<file path="src/clee_pkg.sv">
package clee_pkg;

   // Default sizing of the equation bank
   localparam int NUM_EQ_DEF = 8;
   localparam int NUM_EXT_DEF = 16;
   localparam int NUM_IN = 4;

   // Source select and timer field widths
   localparam int SEL_W = 6;
   localparam int TMR_W = 16;
   localparam int SRC_MAX = 64;

   // Source list layout: external signals, then unlatched, then latched
   localparam int SRC_EXT_BASE = 0;

   // Reset values
   localparam logic [TMR_W-1:0] CNT_RST = 16'h0000;
   localparam logic [SEL_W-1:0] SEL_RST = 6'h00;

   // Gate operators
   typedef enum logic [1:0] {
      CLEE_AND = 2'h0,
      CLEE_OR = 2'h1,
      CLEE_NAND = 2'h2,
      CLEE_NOR = 2'h3
   } clee_gate_e;

   // Per-equation configuration
   typedef struct packed {
      logic [NUM_IN-1:0][SEL_W-1:0] inSel;
      logic [NUM_IN-1:0] inInv;
      clee_gate_e gateOp;
      logic [TMR_W-1:0] riseDelayTime;
      logic [TMR_W-1:0] fallDelayTime;
      logic [SEL_W-1:0] rstSel;
      logic rstInv;
   } clee_cfg_s;

endpackage

</file>
<file path="src/clee_engine.sv">
`timescale 1ns/1ps
module clee_engine #(
   parameter int NUM_EQ = clee_pkg::NUM_EQ_DEF,
   parameter int NUM_EXT = clee_pkg::NUM_EXT_DEF
)(
   input wire logic sys_clk,
   input wire logic rst,
   input wire logic [NUM_EXT-1:0] extSignal,
   input wire clee_pkg::clee_cfg_s eqCfg [NUM_EQ],
   output logic [NUM_EQ-1:0] eqOut,
   output logic [NUM_EQ-1:0] eqLatched,
   output logic [NUM_EQ-1:0] eqLatchedN,
   output logic [NUM_EQ-1:0][clee_pkg::NUM_IN-1:0] eqInState,
   output logic [NUM_EQ-1:0] eqGateState,
   output logic [$clog2(NUM_EQ)-1:0] evalIndex,
   output logic cycleDone
);

   localparam int IDX_W = $clog2(NUM_EQ);
   localparam int SRC_N = NUM_EXT + 2 * NUM_EQ;
   localparam int SRC_OUT_BASE = clee_pkg::SRC_EXT_BASE + NUM_EXT;
   localparam int SRC_LAT_BASE = SRC_OUT_BASE + NUM_EQ;
   localparam logic [IDX_W-1:0] IDX_LAST = IDX_W'(NUM_EQ - 1);

   // Elaboration check
   if (NUM_EQ < 2 || NUM_EXT < 1 || SRC_N > clee_pkg::SRC_MAX)
   begin : g_bad_size
      $error("clee_engine: unsupported NUM_EQ or NUM_EXT");
   end

   // Source lookup; selects beyond the list read as zero
   function automatic logic pickSrc(
      input logic [clee_pkg::SRC_MAX-1:0] vec,
      input logic [clee_pkg::SEL_W-1:0] sel
   );
      return vec[sel];
   endfunction

   // Gate operator
   function automatic logic gateEval(
      input clee_pkg::clee_gate_e op,
      input logic [clee_pkg::NUM_IN-1:0] cond
   );
      logic res;
      res = 1'b0;
      unique case (op)
         clee_pkg::CLEE_AND: res = &cond;
         clee_pkg::CLEE_OR: res = |cond;
         clee_pkg::CLEE_NAND: res = ~&cond;
         clee_pkg::CLEE_NOR: res = ~|cond;
      endcase
      return res;
   endfunction

   logic [IDX_W-1:0] evalIdx_q;
   logic [IDX_W-1:0] prevIdx_q;
   logic [NUM_EQ-1:0] eqOut_q;
   logic [NUM_EQ-1:0] eqLat_q;
   logic [NUM_EQ-1:0] eqGate_q;
   logic [NUM_EQ-1:0][clee_pkg::NUM_IN-1:0] eqIn_q;
   logic [clee_pkg::TMR_W-1:0] eqCnt_q [NUM_EQ];
   logic cycleDone_q;

   logic [clee_pkg::SRC_MAX-1:0] srcVec;
   clee_pkg::clee_cfg_s cfg;
   logic [clee_pkg::NUM_IN-1:0] condIn;
   logic gate;
   logic curOut;
   logic [clee_pkg::TMR_W-1:0] curCnt;
   logic [clee_pkg::TMR_W-1:0] curDelay;
   logic expire;
   logic nextOut;
   logic rstCond;
   logic nextLatch;
   logic [clee_pkg::TMR_W-1:0] cnt_d;

   // Source list sees results already written this pass
   always_comb
   begin
      srcVec = '0;
      srcVec[SRC_N-1:0] = {eqLat_q, eqOut_q, extSignal};
   end

   // Evaluation of the equation under the index
   always_comb
   begin
      cfg = eqCfg[evalIdx_q];
      for (int k = 0; k < clee_pkg::NUM_IN; k++)
      begin
         condIn[k] = pickSrc(srcVec, cfg.inSel[k]) ^ cfg.inInv[k];
      end
      gate = gateEval(cfg.gateOp, condIn);
      curOut = eqOut_q[evalIdx_q];
      curCnt = eqCnt_q[evalIdx_q];
      curDelay = gate ? cfg.riseDelayTime : cfg.fallDelayTime;
      expire = curCnt >= curDelay;
      nextOut = (gate != curOut && expire) ? gate : curOut;
      rstCond = pickSrc(srcVec, cfg.rstSel) ^ cfg.rstInv;
      nextLatch = !rstCond && (eqLat_q[evalIdx_q] || nextOut);
      if (gate == curOut || expire)
      begin
         cnt_d = clee_pkg::CNT_RST;
      end
      else
      begin
         cnt_d = curCnt + 16'h0001;
      end
   end

   // Evaluation index walks upward and wraps
   always_ff @(posedge sys_clk)
   begin
      if (rst)
      begin
         evalIdx_q <= '0;
      end
      else if (evalIdx_q == IDX_LAST)
      begin
         evalIdx_q <= '0;
      end
      else
      begin
         evalIdx_q <= evalIdx_q + IDX_W'(1);
      end
   end

   // Pass-complete pulse
   always_ff @(posedge sys_clk)
   begin
      if (rst)
      begin
         cycleDone_q <= 1'b0;
      end
      else
      begin
         cycleDone_q <= (evalIdx_q == IDX_LAST);
      end
   end

   // Delayed output and timer of the evaluated equation
   always_ff @(posedge sys_clk)
   begin
      if (rst)
      begin
         eqOut_q <= '0;
         for (int i = 0; i < NUM_EQ; i++)
         begin
            eqCnt_q[i] <= clee_pkg::CNT_RST;
         end
      end
      else
      begin
         eqOut_q[evalIdx_q] <= nextOut;
         eqCnt_q[evalIdx_q] <= cnt_d;
      end
   end

   // Reset-dominant latch
   always_ff @(posedge sys_clk)
   begin
      if (rst)
      begin
         eqLat_q <= '0;
      end
      else
      begin
         eqLat_q[evalIdx_q] <= nextLatch;
      end
   end

   // Status of conditioned inputs and raw gate
   always_ff @(posedge sys_clk)
   begin
      if (rst)
      begin
         eqIn_q <= '0;
         eqGate_q <= '0;
      end
      else
      begin
         eqIn_q[evalIdx_q] <= condIn;
         eqGate_q[evalIdx_q] <= gate;
      end
   end

   assign eqOut = eqOut_q;
   assign eqLatched = eqLat_q;
   assign eqLatchedN = ~eqLat_q;
   assign eqInState = eqIn_q;
   assign eqGateState = eqGate_q;
   assign evalIndex = evalIdx_q;
   assign cycleDone = cycleDone_q;

   // Helpers for the checks
   logic [NUM_EQ-1:0] evalMask;
   assign evalMask = NUM_EQ'(1) << evalIdx_q;

   always_ff @(posedge sys_clk)
   begin
      if (rst)
      begin
         prevIdx_q <= '0;
      end
      else
      begin
         prevIdx_q <= evalIdx_q;
      end
   end
endmodule // clee_engine

</file>
<file path="config.mk">
export PLATFORM = sky130hd
export DESIGN_NAME = clee_engine
export DESIGN_NICKNAME = d
export VERILOG_FILES = /design/src/clee_pkg.sv /design/src/clee_engine.sv
export SDC_FILE = /design/constraint.sdc
export NUM_CORES = 1
export LEC_CHECK = 0
export BUFFER_PORTS_ARGS = -buffer_cell sky130_fd_sc_hd__buf_4
export CAP_MARGIN = 20
export CORE_AREA = 2 2 250 252
export DETAILED_ROUTE_END_ITERATION = 7
export DIE_AREA = 0 0 252 254
export HOLD_SLACK_MARGIN = 0.05
export PLACE_DENSITY = 0.51
export SETUP_SLACK_MARGIN = 0.15
export SYNTH_ARGS = -nofsm -noshare
export SYNTH_HDL_FRONTEND = slang
export SYNTH_SLANG_ARGS = --single-unit
</file>
<file path="constraint.sdc">
create_clock -name sys_clk -period 7.2 [get_ports sys_clk]
set_input_delay 0.72 -clock sys_clk [delete_from_list [all_inputs] [get_ports sys_clk]]
set_output_delay 0.72 -clock sys_clk [all_outputs]
set_load 0.01 [all_outputs]
</file>
Word level (Yosys, flattened, before mapping)
Memory sizes are Yosys's and may differ from the RTL's. A register that Yosys moved wholly into a read port is not among the register bits.
Index checks and enable logic that the tools add are counted.

operators by class
  multipliers = 0
  div/mod/pow operators = 0
  add/subtract/negate cells = 2
  muxes and demuxes = 36
  bitwise operators = 7
  shifts and indexed selects = 0
  eq/ne operators = 6
  $lt $le $gt $ge = 9
  reduce and logical (&&, ||, !) cells = 13

operators with widths
  cell                                                         number
  binary-select mux 69 bit (select 3 bit)                      1
  2-to-1 mux 69 bit                                            2
  2-to-1 mux 16 bit                                            3
  less-than comparator 6 x 7 -> 1 bit (second input constant)  5
  bitwise mux 32 bit                                           1
  binary-select mux 1 bit (select 6 bit)                       5
  bitwise mux 8 bit                                            3
  adder 16 x 1 -> 16 bit (second input constant)               1
  >= comparator 16 bit                                         1
  OR reduction 16 bit                                          1
  2-to-1 mux 1 bit                                             13
  demux 4 bit (select 3 bit)                                   1
  inverter 8 bit                                               1
  binary-select mux 1 bit (select 3 bit)                       2
  2-to-1 mux 3 bit                                             2
  bitwise XOR 1 bit                                            5
  equality test 2 bit (second input constant)                  2
  >= comparator 4 bit (second input constant)                  1
  less-than comparator 3 x 4 -> 1 bit (second input constant)  1
  2-to-1 mux 4 bit                                             1
  inverter 3 -> 4 bit                                          1
  case mux 1 bit (4 select lines)                              1
  AND reduction 4 bit                                          1
  OR reduction 4 bit                                           1
  other kinds (12)                                             17

storage, ports and cells
  register bits = 60
  bits of input ports = 570
  bits in latches = 0
  word-level logic and storage cells = 87
  memories = 1
  memory bits (read-only) = 0
  output and inout bits = 68
  memory bits (writable) = 128

memory list
  name     depth  width  read ports  clocked after memory_dff  write ports  line               source
  eqCnt_q  8      16     1           1                         8            clee_engine.sv:61  logic [clee_pkg::TMR_W-1:0] eqCnt_q [NUM_EQ];

Logic depth before layout (Yosys ltp)
  word-level depth = 17
  depth in mapped cells = 30
  gate-level depth less buffers = 25

Least setup slack after synthesis
OpenSTA, ideal clock, no wires.

  path type = reg-to-reg
  start = register evalIdx_q[1] (netlist: evalIndex[1])
  end = memory eqCnt_q[0][4] (netlist bit), data pin
  cell stages (with the launch flop) = 28
  library setup time = 0.156 ns
  required time = 7.044 ns
  slack = 0.211 ns
  path buffers = 4
  period minus slack after synthesis = 6.989 ns
  data arrival time = 6.833 ns
  cell sequence = dfxtp_1 -> buf_4 -> and2_0 -> clkbuf_1 -> a222oi_1 -> o21a_1 -> buf_4 -> mux4_2 -> a221oi_2 -> a21oi_2 -> o311ai_4 -> xor2_2 -> a31o_2 -> a21oi_4 -> xnor2_2 -> mux2_2 -> ha_1 -> nand2b_1 -> a21o_1 -> a21o_1 -> a211oi_1 -> o21bai_1 -> a31oi_1 -> o21ai_0 -> a311oi_1 -> clkbuf_1 -> nand3b_1 -> nor3_2

RTL lines
  what                    line                source
  start, declared         clee_engine.sv:55   logic [IDX_W-1:0] evalIdx_q;
  start signal, assigned  clee_engine.sv:123  evalIdx_q <= evalIdx_q + IDX_W'(1);
  end, declared           clee_engine.sv:61

Worst setup path after layout
  start = register evalIdx_q[2] (netlist: evalIndex[2])
  end = register eqLat_q[5] (netlist: eqLatched[5])

on the way
  longest elaborated chain between the ends = 17
  elaborated cells between the ends (all ways) = 46
  classes of those cells = order compare: 3; eq/ne: 4; mux: 23; bitwise: 6; reduce/logical: 10

RTL lines
  what                                                       line                                  source
  inverter 3 -> 4 bit (not written as such)                  clee_engine.sv:87                     cfg = eqCfg[evalIdx_q];
  binary-select mux 69 bit (select 3 bit)                    clee_engine.sv:87
  2-to-1 mux 69 bit (not written as such) (2 in series)      clee_engine.sv:87
  binary-select mux 1 bit (select 6 bit)                     clee_engine.sv:36                     return vec[sel];
  2-to-1 mux 1 bit (not written as such)                     clee_engine.sv:36
  bitwise XOR 1 bit                                          clee_engine.sv:90                     condIn[k] = pickSrc(srcVec, cfg.inSel[k]) ^ cfg.inInv[k];
  OR reduction 4 bit or AND reduction 4 bit (tied branches)  n/a
  logical NOT 1 bit (on tied branches)                       clee_engine.sv:50, clee_engine.sv:49
  case mux 1 bit (4 select lines)                            clee_engine.sv:46                     unique case (op)
  2-to-1 mux 16 bit                                          clee_engine.sv:95                     curDelay = gate ? cfg.riseDelayTime : cfg.fallDelayTime;
  >= comparator 16 bit                                       clee_engine.sv:96                     expire = curCnt >= curDelay;
  logical AND 1 bit                                          clee_engine.sv:97                     nextOut = (gate != curOut && expire) ? gate : curOut;
  2-to-1 mux 1 bit                                           clee_engine.sv:97
  logical OR 1 bit                                           clee_engine.sv:99                     nextLatch = !rstCond && (eqLat_q[evalIdx_q] || nextOut);
  logical AND 1 bit                                          clee_engine.sv:99
  bitwise mux 8 bit *                                        clee_engine.sv:167                    eqLat_q[evalIdx_q] <= nextLatch;
  end signal, assigned by index                              clee_engine.sv:167
  end, declared                                              clee_engine.sv:58                     logic [NUM_EQ-1:0] eqLat_q;

Every way passes the cells marked *; elsewhere a longest branch is shown, timed or not. The select of a mux whose other input is x is not followed.
A chain may end at the register's enable or synchronous reset.

==> summary.md <==
| Metric | Value |
|---|---|
| Clock Path Buffers | `2` |
| Dominant cells by area after synthesis | `edfxtp_1, mux2i_1, dfxtp_1` |
| Overall global routing resource usage | `0.251` |
| Largest net degree at the start of global routing | `77` |
| Most frequent cell after synthesis | `mux2i_1` |
| Setup-failing EPs final | `0` |
| Clk slew on worst S/H paths | `roughly 0.08 ns` |
| Yosys top cell by area | `edfxtp_1` |
| Reg2reg start | `evalIndex[2]` |
| Hold-fix buffers, CTS | `0` |
| Starting Density | `0.247` |
| Family with the most delay on the worst path | `compound AO/OA/AOI/OAI gates` |
| Final max-slew violation count | `0` |
| Die Height | `between 200 and 300 um` |
| Syn_area_per_cell | `10.2 um2` |
| Post-synth top area share | `0.254` |
| Residual DRC | `0` |
| Power Dens Cells | `213 nW/um2` |
| Reg-to-reg endpoint | `eqLatched[5]` |
| Max transition margin | `0.272` |
| Worst r2r path cells | `27` |
| Leakage Power | `8.59 nW` |
| Post-Syn Nets | `approximately 2100` |
| Die Span X | `about 250 um` |
| Worst-Margin Slew | `1.08 ns` |
| Fmax | `147 MHz` |
| DRT antenna net count | `0` |
| DP HPWL | `65100 um` |
| Vias in the first global route | `approximately 16000` |
| Critical path destination | `eqLatched[5]` |
| CTS tree | `yes` |
| Comb power frac | `0.512` |
| Crit path launch type | `flip-flop` |
| Total Power | `4.62 mW` |
| DRT iter0 DRCs | `approximately 1500` |
| Clock root cell | `clkbuf_16` |
| Mapped Cells | `approximately 1500` |
| Layout cell share with drive strength beyond 1 | `0.479` |
| Routed len/inst | `between 20 and 30 um` |
| Filler cells | `between 6000 and 7000` |
| RSZ-0062 raised after global routing | `no` |
| Status | `complete, no violations` |
| Initial antenna violation count | `7` |
| Vias per cell | `5.57` |
| Hold WS | `about 0.46 ns` |
| Htree depth | `4` |
| Nature of the critical path endpoint | `flip-flop` |
| Part of the power in registers | `0.280` |
| Core Util, Final | `0.354` |
| Total grt overflow | `0` |
| Fin crit share | `0.944` |
| Crit path depth | `27` |
| Slowest-stage cell, CP | `a211oi_4` |
| Yosys reg bits | `roughly 190` |
| Worst EP required | `around 7.5 ns` |
| Max incr delay on CP | `around 0.46 ns` |
| Post-synth cell types | `94` |
| WL final | `around 85000 um` |
| Ys async rst share | `0` |
| Total negative slack | `0 ns` |
| PortBufs | `between 600 and 700` |
| WP data arrival | `7.09 ns` |
| Via count | `16200` |
| Seq/Total Area, Yosys | `0.333` |
| Net switching power | `~2.0 mW` |
| List of most frequent post-synthesis cells | `mux2i_1, edfxtp_1, nor3_2` |
| Num ports | `between 600 and 700` |
| Die footprint | `between 60000 and 70000 um2` |
| Core area | `approximately 60000 um2` |
| Mapped Area | `15100 um2` |
| Worst Skew | `around 0.021 ns` |
| Hold Path Depth | `2` |
| CTS buffer count | `17` |
| Critical path fanouts, max | `23` |
| Total Nets Final | `between 2000 and 3000` |
| Max Cap Viol | `0` |
| Crit path kind | `flip-flop to flip-flop` |
| P&R area growth vs syn | `43.3%` |
| First-pass GRT wire length | `117000 um` |
| Area of the multi-input gates | `about 9300 um2` |
| Peak VDD IR | `~0.31 mV` |
| Top FF cell, synth | `edfxtp_1` |
| Worst skew pair latency | `0.45 ns` |
| Flop2flop setup slack | `0.40 ns` |
| Final min period | `about 7 ns` |
| Syn. warnings | `0` |
| FF/Latch Area | `between 5000 and 6000 um2` |
| Fin. Hold Viols | `0` |
| # rows | `91` |
| Post-synth EDFFs | `128` |
| HP Class | `flip-flop to flip-flop` |
| Clock power share | `0.208` |
| Internal Power | `between 2 and 3 mW` |
| Hold_sp | `eqInState[26]` |
| Number of buffers and inverters on the critical path | `4` |
| Sw Share | `0.433` |
| Clk sinks | `188` |
| RD Place Congestion | `approximately 0.94` |
| 1st-pass router iterations | `6` |
| Critical Path Start | `evalIndex[2]` |
[final cells by class]
type / instances / area share
flip-flops and latches: 188 / 0.233
inverters: 27 / 0.00473
clock buffers: 18 / 0.0208
diodes: 1 / 0.000115
repair buffers: 736 / 0.259
well taps: 790 / 0.0456
multi-input cells: 1133 / 0.430
clock inverters: 14 / 0.00658
[power by group through the flow]
stage               sequential (mW)  combinational [mW]  clock (mW)
CTS                            1.30                2.31       0.970
global placement               1.32                2.28           0
global route                   1.30                2.51        1.01
detailed placement             1.32                2.30           0
floorplan                      1.30                1.51           0
finish                         1.29                2.36       0.963
[registers in the layout, indices dropped and copies added (netlist names)]
signal and cells:
eqInState 32, cycleDone 1, eqOut 8, eqCnt_q 128
evalIndex 3, eqLatched 8, eqGateState 8
[how the worst min path moves through the flow]
stage | slack (ns) | endpoint
2_1_floorplan | 0.48 | eqInState[10]
3_3_place_gp | 0.45 | eqInState[11]
3_5_place_dp | 0.45 | eqInState[26]
4_1_cts | 0.46 | eqInState[26]
5_1_grt | 0.48 | eqInState[2]
6_report | 0.46 | eqInState[26]
[placed cells by master (no fill, tap or decap), types with 27 or more instances in the layout]
cell,instances
a211oi_1,29
nand3_1,44
nor3_1,43
a221oi_1,44
a22oi_1,92
edfxtp_1,128
a22o_1,27
dfxtp_1,57
o21ai_0,36
nor3_2,96
nor2_1,63
mux4_2,44
mux2_2,42
mux2i_1,130
a21oi_1,47
buf_4,726
nand2_1,93
o22ai_1,30
[tightest hold or removal path, cell delays in order, from the launching register on]
cell and delay, ns:
dfxtp_1 0.32, nand2_1 0.05, a21oi_1 0.05
[logic make-up (layout without fill, tap and decap cells)]
kind of cell | Yosys count | count (layout) | synth area share
and+or+nand+nor | 466 | 466 | 0.188
adders and majority gates | 19 | 19 | 0.0157
xor gates and xnor gates | 20 | 20 | 0.0158
AOI/OAI and AO/OA | 408 | 408 | 0.203
DFF | 188 | 188 | 0.333
muxes | 220 | 220 | 0.186
buffers and inverters | 166 | 795 | 0.0577
other | 0 | 1 | 0
[per-stage QoR]
step	area, um2	setup WS (ns)	cells
3_5_place_dp	20900	0.123	2861
4_1_cts	21500	0.142	2893
6_report	21700	0.401	2907
3_3_place_gp	20900	0.234	2860
2_1_floorplan	15100	0.211	1487
5_1_grt	21700	0.140	2906
[repair_timing]
item	in CTS	in global routing
endpoints found under the setup margin	16	126
resized for setup	1	10
pin swaps	0	2
buffers inserted	0	11
gates cloned	0	0
[metal layers]
layer  GRT usage  up-vias  wire, um
met5           0        -        27
met4      0.0984        4      3270
met3      0.0365      142      6250
met2       0.443      897     42300
met1       0.306     8017     32800
li1            -     7121         -
(Power assumes the default switching activity.)
